File: src/include/mcr_pkg.sv
// shared constants and types for the collision-window / retry-limit control block
package mcr_pkg;

    // register byte addresses
    localparam logic [7:0] MCR_OFF_CFG     = 8'h00;
    localparam logic [7:0] MCR_OFF_CFG_CLR = 8'h04;
    localparam logic [7:0] MCR_OFF_CFG_SET = 8'h08;
    localparam logic [7:0] MCR_OFF_CFG_INV = 8'h0C;
    localparam logic [7:0] MCR_OFF_STATUS  = 8'h10;
    localparam logic [7:0] MCR_OFF_MASK    = 8'h14;
    localparam logic [7:0] MCR_OFF_STATE   = 8'h18;

    // collision_window_retry_limit field layout
    localparam int         MCR_SLOT_LSB    = 8;
    localparam int         MCR_SLOT_W      = 6;
    localparam int         MCR_LIMIT_LSB   = 0;
    localparam int         MCR_LIMIT_W     = 4;
    localparam logic [31:0] MCR_CFG_MASK   = 32'h0000_3F0F;
    localparam logic [31:0] MCR_CFG_RESET  = 32'h0000_370F;

    // status / mask bit positions
    localparam int         MCR_EV_ABORT    = 0;
    localparam int         MCR_EV_LATE     = 1;
    localparam int         MCR_EV_RETRY    = 2;
    localparam int         MCR_EV_W        = 3;
    localparam logic [MCR_EV_W-1:0] MCR_EV_RESET = 3'h0;

    // legal write strobes: half-word and full-word only
    localparam logic [3:0] MCR_STRB_LO     = 4'h3;
    localparam logic [3:0] MCR_STRB_HI     = 4'hC;
    localparam logic [3:0] MCR_STRB_FULL   = 4'hF;

    // frame byte counter saturates here
    localparam int         MCR_CNT_W       = 7;

    localparam logic [1:0] MCR_RESP_OKAY   = 2'h0;
    localparam logic [1:0] MCR_RESP_SLVERR = 2'h2;

    typedef enum logic [1:0] {
        MCR_ST_IDLE   = 2'b00,
        MCR_ST_WINDOW = 2'b01,
        MCR_ST_PAST   = 2'b10
    } mcr_state_t;

endpackage

File: src/mcr_top.sv
// collision-window and retry-limit control for the mac transmit path
`timescale 1ns/1ps
module mcr_top
    import mcr_pkg::*;
#(
    parameter int ADDR_W = 8
) (
    input  wire logic              aclk,             // 20 MHz mac clock
    input  wire logic              aresetn,          // sync reset, active low
    input  wire logic [ADDR_W-1:0] s_axi_awaddr,     // write address
    input  wire logic              s_axi_awvalid,    // write address valid
    output      logic              s_axi_awready,    // write address ready
    input  wire logic [31:0]       s_axi_wdata,      // write data
    input  wire logic [3:0]        s_axi_wstrb,      // write byte lanes
    input  wire logic              s_axi_wvalid,     // write data valid
    output      logic              s_axi_wready,     // write data ready
    output      logic [1:0]        s_axi_bresp,      // write response
    output      logic              s_axi_bvalid,     // write response valid
    input  wire logic              s_axi_bready,     // write response ready
    input  wire logic [ADDR_W-1:0] s_axi_araddr,     // read address
    input  wire logic              s_axi_arvalid,    // read address valid
    output      logic              s_axi_arready,    // read address ready
    output      logic [31:0]       s_axi_rdata,      // read data
    output      logic [1:0]        s_axi_rresp,      // read response
    output      logic              s_axi_rvalid,     // read data valid
    input  wire logic              s_axi_rready,     // read data ready
    input  wire logic              tx_new_frame,     // pulse: first attempt of a new frame
    input  wire logic              tx_attempt_start, // pulse: an attempt begins
    input  wire logic              tx_byte_sent,     // pulse: one byte left the mac
    input  wire logic              tx_frame_done,    // pulse: frame sent without collision
    input  wire logic              phy_collision,    // collision pin from the transceiver
    output      logic              tx_retry,         // pulse: back off and resend
    output      logic              tx_abort_excess,  // pulse: too many collisions
    output      logic              tx_late_collision,// pulse: collision past the window
    output      logic              tx_in_window,     // level: inside the collision window
    output      logic              irq               // level interrupt
);

    if (MCR_SLOT_W >= MCR_CNT_W) begin : g_cnt_chk
        $error("mcr_top: byte counter narrower than slot field");
    end

    ////////////////////////////////////////////////////////////////////////////////
    // bus front end

    logic              wr_en;
    logic [ADDR_W-1:0] wr_addr;
    logic [31:0]       wr_data;
    logic [3:0]        wr_strb;
    logic              wr_err;
    logic [ADDR_W-1:0] rd_addr;
    logic [31:0]       rd_data;
    logic              rd_err;

    mcr_axil #(.ADDR_W(ADDR_W)) u_axil (
        .aclk    (aclk),
        .aresetn (aresetn),
        .awaddr  (s_axi_awaddr),
        .awvalid (s_axi_awvalid),
        .awready (s_axi_awready),
        .wdata   (s_axi_wdata),
        .wstrb   (s_axi_wstrb),
        .wvalid  (s_axi_wvalid),
        .wready  (s_axi_wready),
        .bresp   (s_axi_bresp),
        .bvalid  (s_axi_bvalid),
        .bready  (s_axi_bready),
        .araddr  (s_axi_araddr),
        .arvalid (s_axi_arvalid),
        .arready (s_axi_arready),
        .rdata   (s_axi_rdata),
        .rresp   (s_axi_rresp),
        .rvalid  (s_axi_rvalid),
        .rready  (s_axi_rready),
        .wr_en   (wr_en),
        .wr_addr (wr_addr),
        .wr_data (wr_data),
        .wr_strb (wr_strb),
        .wr_err  (wr_err),
        .rd_addr (rd_addr),
        .rd_data (rd_data),
        .rd_err  (rd_err)
    );

    ////////////////////////////////////////////////////////////////////////////////
    // register file

    logic [31:0]         cfg_r, cfg_nxt;
    logic [MCR_EV_W-1:0] status_r, status_nxt;
    logic [MCR_EV_W-1:0] mask_r, mask_nxt;
    logic [MCR_EV_W-1:0] events;
    logic                strb_ok;
    logic [31:0]         lane_mask;
    logic [31:0]         wbits;
    logic [MCR_SLOT_W-1:0]  collision_slot_bytes;
    logic [MCR_LIMIT_W-1:0] retry_attempt_limit;

    assign collision_slot_bytes = cfg_r[MCR_SLOT_LSB +: MCR_SLOT_W];
    assign retry_attempt_limit  = cfg_r[MCR_LIMIT_LSB +: MCR_LIMIT_W];

    // byte-wide strobes are dropped; the bus still answers okay
    assign strb_ok = (wr_strb == MCR_STRB_LO) || (wr_strb == MCR_STRB_HI)
                     || (wr_strb == MCR_STRB_FULL);
    assign lane_mask = {{8{wr_strb[3]}}, {8{wr_strb[2]}}, {8{wr_strb[1]}}, {8{wr_strb[0]}}};
    assign wbits     = wr_data & lane_mask;

    always_comb begin
        if (wr_addr == MCR_OFF_CFG[ADDR_W-1:0] || wr_addr == MCR_OFF_CFG_CLR[ADDR_W-1:0]
            || wr_addr == MCR_OFF_CFG_SET[ADDR_W-1:0] || wr_addr == MCR_OFF_CFG_INV[ADDR_W-1:0]
            || wr_addr == MCR_OFF_STATUS[ADDR_W-1:0] || wr_addr == MCR_OFF_MASK[ADDR_W-1:0]
            || wr_addr == MCR_OFF_STATE[ADDR_W-1:0]) begin
            wr_err = 1'b0;
        end else begin
            wr_err = 1'b1;
        end
    end

    always_comb begin
        cfg_nxt  = cfg_r;
        mask_nxt = mask_r;
        if (wr_en && strb_ok) begin
            if (wr_addr == MCR_OFF_CFG[ADDR_W-1:0]) begin
                cfg_nxt = (cfg_r & ~lane_mask) | wbits;
            end else if (wr_addr == MCR_OFF_CFG_CLR[ADDR_W-1:0]) begin
                cfg_nxt = cfg_r & ~wbits;
            end else if (wr_addr == MCR_OFF_CFG_SET[ADDR_W-1:0]) begin
                cfg_nxt = cfg_r | wbits;
            end else if (wr_addr == MCR_OFF_CFG_INV[ADDR_W-1:0]) begin
                cfg_nxt = cfg_r ^ wbits;
            end else if (wr_addr == MCR_OFF_MASK[ADDR_W-1:0]) begin
                mask_nxt = wbits[MCR_EV_W-1:0];
            end
        end
        cfg_nxt = cfg_nxt & MCR_CFG_MASK;
    end

    // new events win over a write-one-to-clear in the same cycle
    always_comb begin
        status_nxt = status_r;
        if (wr_en && strb_ok && wr_addr == MCR_OFF_STATUS[ADDR_W-1:0]) begin
            status_nxt = status_r & ~wbits[MCR_EV_W-1:0];
        end
        status_nxt = status_nxt | events;
    end

    always_ff @(posedge aclk) begin
        if (!aresetn) begin
            cfg_r    <= MCR_CFG_RESET;
            status_r <= MCR_EV_RESET;
            mask_r   <= MCR_EV_RESET;
        end else begin
            cfg_r    <= cfg_nxt;
            status_r <= status_nxt;
            mask_r   <= mask_nxt;
        end
    end

    assign irq = |(status_r & mask_r);

    ////////////////////////////////////////////////////////////////////////////////
    // collision pin synchroniser

    logic col_meta_r;
    logic col_sync_r;
    logic col_prev_r;
    logic col_rise;

    always_ff @(posedge aclk) begin
        if (!aresetn) begin
            col_meta_r <= 1'b0;
            col_sync_r <= 1'b0;
            col_prev_r <= 1'b0;
        end else begin
            col_meta_r <= phy_collision;
            col_sync_r <= col_meta_r;
            col_prev_r <= col_sync_r;
        end
    end

    assign col_rise = col_sync_r && !col_prev_r;

    ////////////////////////////////////////////////////////////////////////////////
    // window and retry tracking

    mcr_state_t             state_r, state_nxt;
    logic [MCR_CNT_W-1:0]   byte_cnt_r, byte_cnt_nxt;
    logic [MCR_LIMIT_W-1:0] retry_cnt_r, retry_cnt_nxt;
    logic                   retry_r, retry_nxt;
    logic                   abort_r, abort_nxt;
    logic                   late_r, late_nxt;
    logic                   window_end;

    // counter is compared after increment so byte 55 closes a 0x37 window
    assign window_end = byte_cnt_nxt >= {1'b0, collision_slot_bytes};

    always_comb begin
        state_nxt     = state_r;
        byte_cnt_nxt  = byte_cnt_r;
        retry_cnt_nxt = retry_cnt_r;
        retry_nxt     = 1'b0;
        abort_nxt     = 1'b0;
        late_nxt      = 1'b0;
        if (tx_byte_sent && state_r != MCR_ST_IDLE && byte_cnt_r != {MCR_CNT_W{1'b1}}) begin
            byte_cnt_nxt = byte_cnt_r + 1'b1;
        end
        case (state_r)
            MCR_ST_IDLE: begin
            end
            MCR_ST_WINDOW: begin
                if (col_rise) begin
                    state_nxt = MCR_ST_IDLE;
                    if (retry_cnt_r < retry_attempt_limit) begin
                        retry_nxt     = 1'b1;
                        retry_cnt_nxt = retry_cnt_r + 1'b1;
                    end else begin
                        abort_nxt     = 1'b1;
                        retry_cnt_nxt = '0;
                    end
                end else if (tx_frame_done) begin
                    state_nxt     = MCR_ST_IDLE;
                    retry_cnt_nxt = '0;
                end else if (window_end) begin
                    state_nxt = MCR_ST_PAST;
                end
            end
            MCR_ST_PAST: begin
                if (col_rise) begin
                    state_nxt     = MCR_ST_IDLE;
                    late_nxt      = 1'b1;
                    retry_cnt_nxt = '0;
                end else if (tx_frame_done) begin
                    state_nxt     = MCR_ST_IDLE;
                    retry_cnt_nxt = '0;
                end
            end
            default: begin
                state_nxt = MCR_ST_IDLE;
            end
        endcase
        // an attempt start overrides the state and the byte count, not the event pulses: counting restarts at the preamble
        if (tx_attempt_start) begin
            state_nxt    = (collision_slot_bytes == '0) ? MCR_ST_PAST : MCR_ST_WINDOW;
            byte_cnt_nxt = '0;
            if (tx_new_frame) begin
                retry_cnt_nxt = '0;
            end
        end
    end

    always_ff @(posedge aclk) begin
        if (!aresetn) begin
            state_r     <= MCR_ST_IDLE;
            byte_cnt_r  <= '0;
            retry_cnt_r <= '0;
            retry_r     <= 1'b0;
            abort_r     <= 1'b0;
            late_r      <= 1'b0;
        end else begin
            state_r     <= state_nxt;
            byte_cnt_r  <= byte_cnt_nxt;
            retry_cnt_r <= retry_cnt_nxt;
            retry_r     <= retry_nxt;
            abort_r     <= abort_nxt;
            late_r      <= late_nxt;
        end
    end

    assign tx_retry          = retry_r;
    assign tx_abort_excess   = abort_r;
    assign tx_late_collision = late_r;
    assign tx_in_window      = (state_r == MCR_ST_WINDOW);

    always_comb begin
        events               = '0;
        events[MCR_EV_ABORT] = abort_r;
        events[MCR_EV_LATE]  = late_r;
        events[MCR_EV_RETRY] = retry_r;
    end

    ////////////////////////////////////////////////////////////////////////////////
    // read decode

    always_comb begin
        rd_data = 32'h0000_0000;
        rd_err  = 1'b0;
        if (rd_addr == MCR_OFF_CFG[ADDR_W-1:0] || rd_addr == MCR_OFF_CFG_CLR[ADDR_W-1:0]
            || rd_addr == MCR_OFF_CFG_SET[ADDR_W-1:0] || rd_addr == MCR_OFF_CFG_INV[ADDR_W-1:0]) begin
            rd_data = cfg_r & MCR_CFG_MASK;
        end else if (rd_addr == MCR_OFF_STATUS[ADDR_W-1:0]) begin
            rd_data[MCR_EV_W-1:0] = status_r;
        end else if (rd_addr == MCR_OFF_MASK[ADDR_W-1:0]) begin
            rd_data[MCR_EV_W-1:0] = mask_r;
        end else if (rd_addr == MCR_OFF_STATE[ADDR_W-1:0]) begin
            rd_data[MCR_CNT_W-1:0] = byte_cnt_r;
            rd_data[11:8]          = retry_cnt_r;
            rd_data[17:16]         = state_r;
        end else begin
            rd_err = 1'b1;
        end
    end
endmodule

File: src/mcr_axil.sv
// axi4-lite slave front end: one write and one read under way at a time
`timescale 1ns/1ps
module mcr_axil
    import mcr_pkg::*;
#(
    parameter int ADDR_W = 8
) (
    input  wire logic              aclk,     // clock
    input  wire logic              aresetn,  // sync reset, active low
    input  wire logic [ADDR_W-1:0] awaddr,   // write address
    input  wire logic              awvalid,  // write address valid
    output      logic              awready,  // write address ready
    input  wire logic [31:0]       wdata,    // write data
    input  wire logic [3:0]        wstrb,    // write byte lanes
    input  wire logic              wvalid,   // write data valid
    output      logic              wready,   // write data ready
    output      logic [1:0]        bresp,    // write response
    output      logic              bvalid,   // write response valid
    input  wire logic              bready,   // write response ready
    input  wire logic [ADDR_W-1:0] araddr,   // read address
    input  wire logic              arvalid,  // read address valid
    output      logic              arready,  // read address ready
    output      logic [31:0]       rdata,    // read data
    output      logic [1:0]        rresp,    // read response
    output      logic              rvalid,   // read data valid
    input  wire logic              rready,   // read data ready
    output      logic              wr_en,    // register write pulse
    output      logic [ADDR_W-1:0] wr_addr,  // register write address
    output      logic [31:0]       wr_data,  // register write data
    output      logic [3:0]        wr_strb,  // register write lanes
    input  wire logic              wr_err,   // write address unmapped
    output      logic [ADDR_W-1:0] rd_addr,  // register read address
    input  wire logic [31:0]       rd_data,  // register read value
    input  wire logic              rd_err    // read address unmapped
);

    if (ADDR_W < 5) begin : g_addr_chk
        $error("mcr_axil: ADDR_W too small for the map");
    end

    logic              aw_full_r, aw_full_nxt;
    logic              w_full_r, w_full_nxt;
    logic [ADDR_W-1:0] aw_addr_r, aw_addr_nxt;
    logic [31:0]       w_data_r, w_data_nxt;
    logic [3:0]        w_strb_r, w_strb_nxt;
    logic              bvalid_r, bvalid_nxt;
    logic [1:0]        bresp_r, bresp_nxt;
    logic              rvalid_r, rvalid_nxt;
    logic [1:0]        rresp_r, rresp_nxt;
    logic [31:0]       rdata_r, rdata_nxt;

    assign awready = !aw_full_r;
    assign wready  = !w_full_r;
    assign arready = !rvalid_r;
    assign bvalid  = bvalid_r;
    assign bresp   = bresp_r;
    assign rvalid  = rvalid_r;
    assign rresp   = rresp_r;
    assign rdata   = rdata_r;
    // write fires once both halves are held and the previous response is gone
    assign wr_en   = aw_full_r && w_full_r && !bvalid_r;
    assign wr_addr = aw_addr_r;
    assign wr_data = w_data_r;
    assign wr_strb = w_strb_r;
    assign rd_addr = araddr;

    always_comb begin
        aw_full_nxt = aw_full_r;
        w_full_nxt  = w_full_r;
        aw_addr_nxt = aw_addr_r;
        w_data_nxt  = w_data_r;
        w_strb_nxt  = w_strb_r;
        bvalid_nxt  = bvalid_r;
        bresp_nxt   = bresp_r;
        rvalid_nxt  = rvalid_r;
        rresp_nxt   = rresp_r;
        rdata_nxt   = rdata_r;
        if (awvalid && !aw_full_r) begin
            aw_full_nxt = 1'b1;
            aw_addr_nxt = awaddr;
        end
        if (wvalid && !w_full_r) begin
            w_full_nxt = 1'b1;
            w_data_nxt = wdata;
            w_strb_nxt = wstrb;
        end
        if (wr_en) begin
            aw_full_nxt = 1'b0;
            w_full_nxt  = 1'b0;
            bvalid_nxt  = 1'b1;
            bresp_nxt   = wr_err ? MCR_RESP_SLVERR : MCR_RESP_OKAY;
        end else if (bvalid_r && bready) begin
            bvalid_nxt = 1'b0;
        end
        if (arvalid && !rvalid_r) begin
            rvalid_nxt = 1'b1;
            rdata_nxt  = rd_data;
            rresp_nxt  = rd_err ? MCR_RESP_SLVERR : MCR_RESP_OKAY;
        end else if (rvalid_r && rready) begin
            rvalid_nxt = 1'b0;
        end
    end

    always_ff @(posedge aclk) begin
        if (!aresetn) begin
            aw_full_r <= 1'b0;
            w_full_r  <= 1'b0;
            aw_addr_r <= '0;
            w_data_r  <= 32'h0000_0000;
            w_strb_r  <= 4'h0;
            bvalid_r  <= 1'b0;
            bresp_r   <= MCR_RESP_OKAY;
            rvalid_r  <= 1'b0;
            rresp_r   <= MCR_RESP_OKAY;
            rdata_r   <= 32'h0000_0000;
        end else begin
            aw_full_r <= aw_full_nxt;
            w_full_r  <= w_full_nxt;
            aw_addr_r <= aw_addr_nxt;
            w_data_r  <= w_data_nxt;
            w_strb_r  <= w_strb_nxt;
            bvalid_r  <= bvalid_nxt;
            bresp_r   <= bresp_nxt;
            rvalid_r  <= rvalid_nxt;
            rresp_r   <= rresp_nxt;
            rdata_r   <= rdata_nxt;
        end
    end

endmodule

File: config.mk
export PLATFORM = sky130hd
export DESIGN_NAME = mcr_top
export DESIGN_NICKNAME = d
export VERILOG_FILES = /design/src/include/mcr_pkg.sv /design/src/mcr_top.sv /design/src/mcr_axil.sv
export SDC_FILE = /design/constraint.sdc
export NUM_CORES = 1
export LEC_CHECK = 0
export BUFFER_PORTS_ARGS = -buffer_cell sky130_fd_sc_hd__buf_2
export CAP_MARGIN = 20
export CORE_AREA = 2 2 127 129
export DETAILED_ROUTE_END_ITERATION = 12
export DIE_AREA = 0 0 129 131
export PLACE_DENSITY = 0.5
export SLEW_MARGIN = 20
export SYNTH_ARGS = -nofsm -noshare
export SYNTH_HDL_FRONTEND = slang
export SYNTH_SLANG_ARGS = --single-unit
File: constraint.sdc
create_clock -name aclk -period 3.36 [get_ports aclk]
set_input_delay 0 -clock aclk [delete_from_list [all_inputs] [get_ports aclk]]
set_output_delay 0 -clock aclk [all_outputs]
set_load 0.1 [all_outputs]
# == Yosys cells after proc, flatten, opt, wreduce, memory -nomap -nowiden ==
# Index checks and enable logic that the tools add are counted.
# word_totals
inputBits,64
elab_cells,157
regBits,86
out_inout_bits,46
# classes
mux,50
reduce_logical,43
addsub,2
magnitude_cmp,2
eq_ne,21
bitwise,17
# op_table
op,count
$mux 14,4
$eq 8x5->1 const B,6
$mux 4,12
$and 14x14->14,3
$eq 8x4->1 const B,4
$mux 2,14
$mux 7,4
$not 14->14,2
$or 14x14->14,2
$eq 8x3->1 const B,2
$logic_not 8->1,2
$xor 14x14->14,1
$logic_and 1x1->1,12
$logic_or 1x1->1,11
$mux 1,11
$mux 3,3
$eq 4x4->1 const B,2
$pmux 4 s2,1
$add 7x1->7 const B,1
$ge 7x6->1,1
$ne 7x7->1 const B,1
$and 3x3->3,2
$logic_not 6->1,1
$pmux 2 s3,1
other kinds (20),32

# == Depth between registers and ports, before layout ==
# depth
word_depth,11
depth_mapped,12
depth_no_buf,12

# == Cells and area by module ==
# Synthesis repeated with hierarchy kept, for this count alone.
# hier_totals
hier_cells,688
area_unflattened_um2,5745.5
# by_module_without_submodules
module,instances,cells_per_inst,seq_area_each_um2,area_per_inst_um2
mcr_axil,1,363,1641.6,3145.5
mcr_top,1,325,700.7,2600.0

# == Least setup slack after synthesis ==
# Ideal clock, no wire load.
# synth_path
path_kind,reg-to-reg
startpoint,"register u_axil.rvalid_r, in the netlist u_axil.rvalid"
endpoint,"register u_axil.rdata_r[3], in the netlist u_axil.rdata[3]"
period_less_slack_ns,2.693
slack_ns,0.667
setup_ns,0.074
t_required_ns,3.286
arrival_time_ns,2.619
path_buffers,1
path_stages_with_launch,6
path_cell_list,dfxtp_1 > inv_1 > nand2_1 > clkbuf_1 > nand2_1 > a31oi_1
# synth_via
elab_chain_len,2
# synth_lines
element,line_no,text
"start, declared",mcr_axil.sv:48,"logic rvalid_r, rvalid_nxt;"
"start signal, assigned",mcr_axil.sv:124,rvalid_r <= rvalid_nxt;
$logic_not 1->1,n/a,
net s_axi_arready,mcr_top.sv:22,"output logic s_axi_arready,"
$logic_and 1x1->1,mcr_axil.sv:95,if (arvalid && !rvalid_r) begin
"end signal, assigned",mcr_axil.sv:126,rdata_r <= rdata_nxt;
"end, declared",mcr_axil.sv:50,"logic [31:0] rdata_r, rdata_nxt;"
# The timed path passes the listed nets, and every way through them passes these cells.
# A chain may end at the register's enable or synchronous reset.

# == Final worst setup path ==
# layout_path
startpoint,register state_r[0]
endpoint,register state_r[1]
# layout_via
elab_chain_len,8
word_cells_on_any_way,15
cone_classes,order compare (1); eq/ne (5); mux (4); reduce/logical (5)
# layout_lines
element,line_no,text
"start, declared",mcr_top.sv:185,"mcr_state_t state_r, state_nxt;"
"start signal, assigned",mcr_top.sv:259,state_r <= state_nxt;
$reduce_bool 2->1,mcr_top.sv:203,if (tx_byte_sent && state_r != MCR_ST_IDLE && byte_cnt_r != {MCR_CNT_W{1'b1}}) begin
$logic_and 1x1->1 (2 in series),mcr_top.sv:203,
$mux 7,mcr_top.sv:203,
$mux 7,mcr_top.sv:241,if (tx_attempt_start) begin
$ge 7x6->1,mcr_top.sv:194,"assign window_end = byte_cnt_nxt >= {1'b0, collision_slot_bytes};"
$ne 5x3->1 (no source line),n/a,
$reduce_and 3->1 (no source line),n/a,
# Several ways; a longest one is shown, not always the timed one.

==> impl_metrics.csv <==
group,metric,value,unit
outcome,status,"finished clean",
clocking,cts.sinks,78,
sta,finClkSkew,7.583,ps
synth,synth_top_area_cell,"dfxtp_1",
layout,nets,664,
job,max-cap-violations,0,
layout,fin_area,0.005179,mm²
sta,fin_crit,2773,ps
synth,synth.distinct_cells,56,
setup_path,reg2reg_depth,12,
grt,grt-ovfl-total,0,
grt,grt_pass1_vias,3587,
placed_design,gp_congestion,0.8046,
synth,yosys-top-cells-area,"dfxtp_1, ha_1, mux2i_1",
worst_hold_path,hold_end,"state_r[1]",
die,coreArea,0.01560,mm²
synth,synth-edff-count,0,
placed_design,dpl-instance-area,0.004584,mm²
synth,async_flop_share,0,
setup_path,cp_data_arrival_time,2990,ps
synth,synth_seq_cells,78,
worst_hold_path,worstHoldStart,"tx_attempt_start",
route,routed_via_density,4.698,
placed_design,port_buffers,68,
setup_path,crit_path_start_kind,"register",
die,rows,46,
power,p_sw_frac,0.2944,
die,initial_core_util,0.2642,
synth,synth-main-ff-cell,"dfxtp_1",
sta,rsz0062_at_grt,"false",
clocking,cts_buffer_depth,2,
synth,avgSynthCellArea,8.586,µm²
grt,grt_use_total,0.1349,
sta,worstMarginPinSlew,912.6,ps
sta,finalSetupViolations,0,
sta,min_period_over_period,0.8252,
power,power.switching,717.3,µW
setup_path,crit_fanout,4,
worst_hold_path,hold_class,"in2reg",
placed_design,pre_cts_slack,619.6,ps
route,antenna_left,0,
sta,maxSlewHeadroom,0.3903,
setup_path,reg2reg_to,"state_r[1]",
clocking,clk_pin_slew,60,ps
route,vias,3693,
sta,final-hold-violation-count,0,
synth,ys_top_cells_by_count,"dfxtp_1, nand2_1, nor2_1, ha_1, a21oi_1",
synth,netlist_area,0.004121,mm²
power,cellPowerDensity,470.5,mW/mm²
clocking,clock_latency,340,ps
layout,syn2layout_area_growth,25.65,%
setup_path,worst-setup-path-type,"reg2reg",
synth,syn-instance-count,480,
route,first_iter_violations,329,
layout,drive_gt1_frac,0.1632,
clocking,cts-resized-gates,0,
sta,fin_hold_ws,60.29,ps
synth,synth_warnings,0,
power,vdd_drop_max,0.2091,mV
clocking,htreeDepth,3,
layout,fillers,1635,
clocking,cts_tree,"built",
layout,antenna_cells,0,
power,clockPowerShare,0.414,
grt,grt_pass1_wl,17.91,mm
clocking,cts_setup_buffers,0,
layout,final_util,0.3320,
power,power.leakage,2.246,nW
clocking,cts_root_buf,"clkbuf_16",
sta,fmax,0.3607,GHz
die,pin_count,110,
grt,antenna_found_initial,0,
setup_path,r2r-start,"state_r[0]",
power,seq_power_share,0.401,
die,die-area,0.01690,mm²
route,dr.pass1.iters,6,
route,finalWirelength,11.26,mm
placed_design,hpwl,8.295,mm
sta,drv_slew,0,
worst_hold_path,min_path_cells,3,
synth,ys_seq_area_frac,0.3789,
synth,synth_top_area_frac,0.3789,
die,die_h,131,µm
route,post_drt_wl_per_cell,14.33,µm
power,intPower,1.719,mW
power,p_comb_frac,0.184,
route,drc,0,
sta,layout_setup_ws,587.4,ps
clocking,cts_buffers,9,
sta,setup_tns,0,ps
setup_path,rrSetupSlack,590,ps
die,die_w,129,µm
setup_path,critPathCaptureType,"register",
synth,yosysMostFrequentCell,"dfxtp_1",
grt,grt_max_degree,46,
setup_path,cp_data_required_time,3570,ps
[layer usage]
metal	vias to the layer above	share of wire	global-route usage
met1	1715	0.46	0.1685
met3	22	0.043	0.02158
met4	0	0.024	0.06138
li1	1834	-	-
met2	122	0.47	0.2297
met5	-	0	0
[stage by stage]
step / power, mW / std cells
finish: 2.436 / 786
global placement: 1.413 / 742
global route: 2.536 / 786
floorplan: 1.351 / 498
detailed placement: 1.420 / 742
CTS: 2.464 / 786
[area by class of cell]
class / instances / area, µm² / share of cell area
timing repair buffer: 102 / 668.1 / 0.1290
clock buffer: 10 / 229.0 / 0.04421
sequential: 78 / 1562 / 0.3015
clock inverter: 5 / 75.07 / 0.01450
multi-input combinational: 355 / 2300 / 0.4441
inverter: 20 / 75.07 / 0.01450
tap: 216 / 270.3 / 0.05219
[layout by cell type (no fill, tap or decap), types with 3 or more instances in the layout]
cell type / Yosys / layout
nand2_1: 65 / 65
and2_1: 3 / 3
a211oi_1: 3 / 3
nor2_1: 49 / 49
xnor2_1: 3 / 3
clkbuf_16: 0 / 9
buf_2: 4 / 68
buf_4: 19 / 5
a221oi_1: 6 / 6
nand3_1: 17 / 17
nand2b_1: 5 / 5
nor4_1: 5 / 5
dfxtp_1: 78 / 78
a222oi_1: 10 / 10
conb_1: 1 / 19
mux2i_1: 25 / 25
a31oi_1: 3 / 3
ha_1: 34 / 34
o21a_1: 3 / 3
xor2_1: 3 / 3
o21ai_0: 17 / 17
a22oi_1: 5 / 5
clkinv_2: 0 / 3
a221o_1: 9 / 9
nor3_1: 4 / 4
nor2b_1: 9 / 9
dlygate4sd3_1: 0 / 29
a21oi_1: 27 / 27
inv_1: 19 / 19
[worst max-delay path, stage by stage, from the launching register on]
cell      delay (ps)
dfxtp_1          360
inv_1             90
ha_1             240
nor2b_1          210
o21a_1           260
xnor2_1          110
or2_2            290
ha_1             270
nand2b_1         140
a211oi_1         220
o221ai_1         140
o21ai_0          230
a21oi_1           90
[power by group through the flow]
stage	registers [mW]	clock network, mW	logic (mW)
after global routing	0.982	1.07	0.479
after global placement	0.997	0	0.416
after floorplan	1.05	0	0.298
after detailed placement	0.998	0	0.422
final	0.978	1.01	0.449
after CTS	0.978	1.04	0.449
[worst max path at each step]
stage / from / to / slack [ps] / cells after the start
after detailed placement: state_r[0] / state_r[1] / 620 / 12
after floorplan: u_axil.rvalid / u_axil.rdata[3] / 670 / 5
after global routing: state_r[0] / state_r[0] / 230 / 12
after CTS: state_r[0] / state_r[1] / 590 / 12
final: state_r[0] / state_r[1] / 590 / 12
after global placement: state_r[0] / state_r[1] / 670 / 12
[kinds of logic after synthesis]
group,synth area share
flops,0.3789
simple gates,0.1934
buf+inv,0.07954
fa+ha+maj,0.1032
compound gates,0.1706
xor+xnor,0.01275
mux,0.06072
other cells,0.0009099
[repair_timing]
action,4_1_cts,5_1_grt
endpoints found under the hold margin,28,0
hold buffers,29,0
setup endpoints to repair,0,0
No activity file was read; power rests on OpenSTA's default activity.
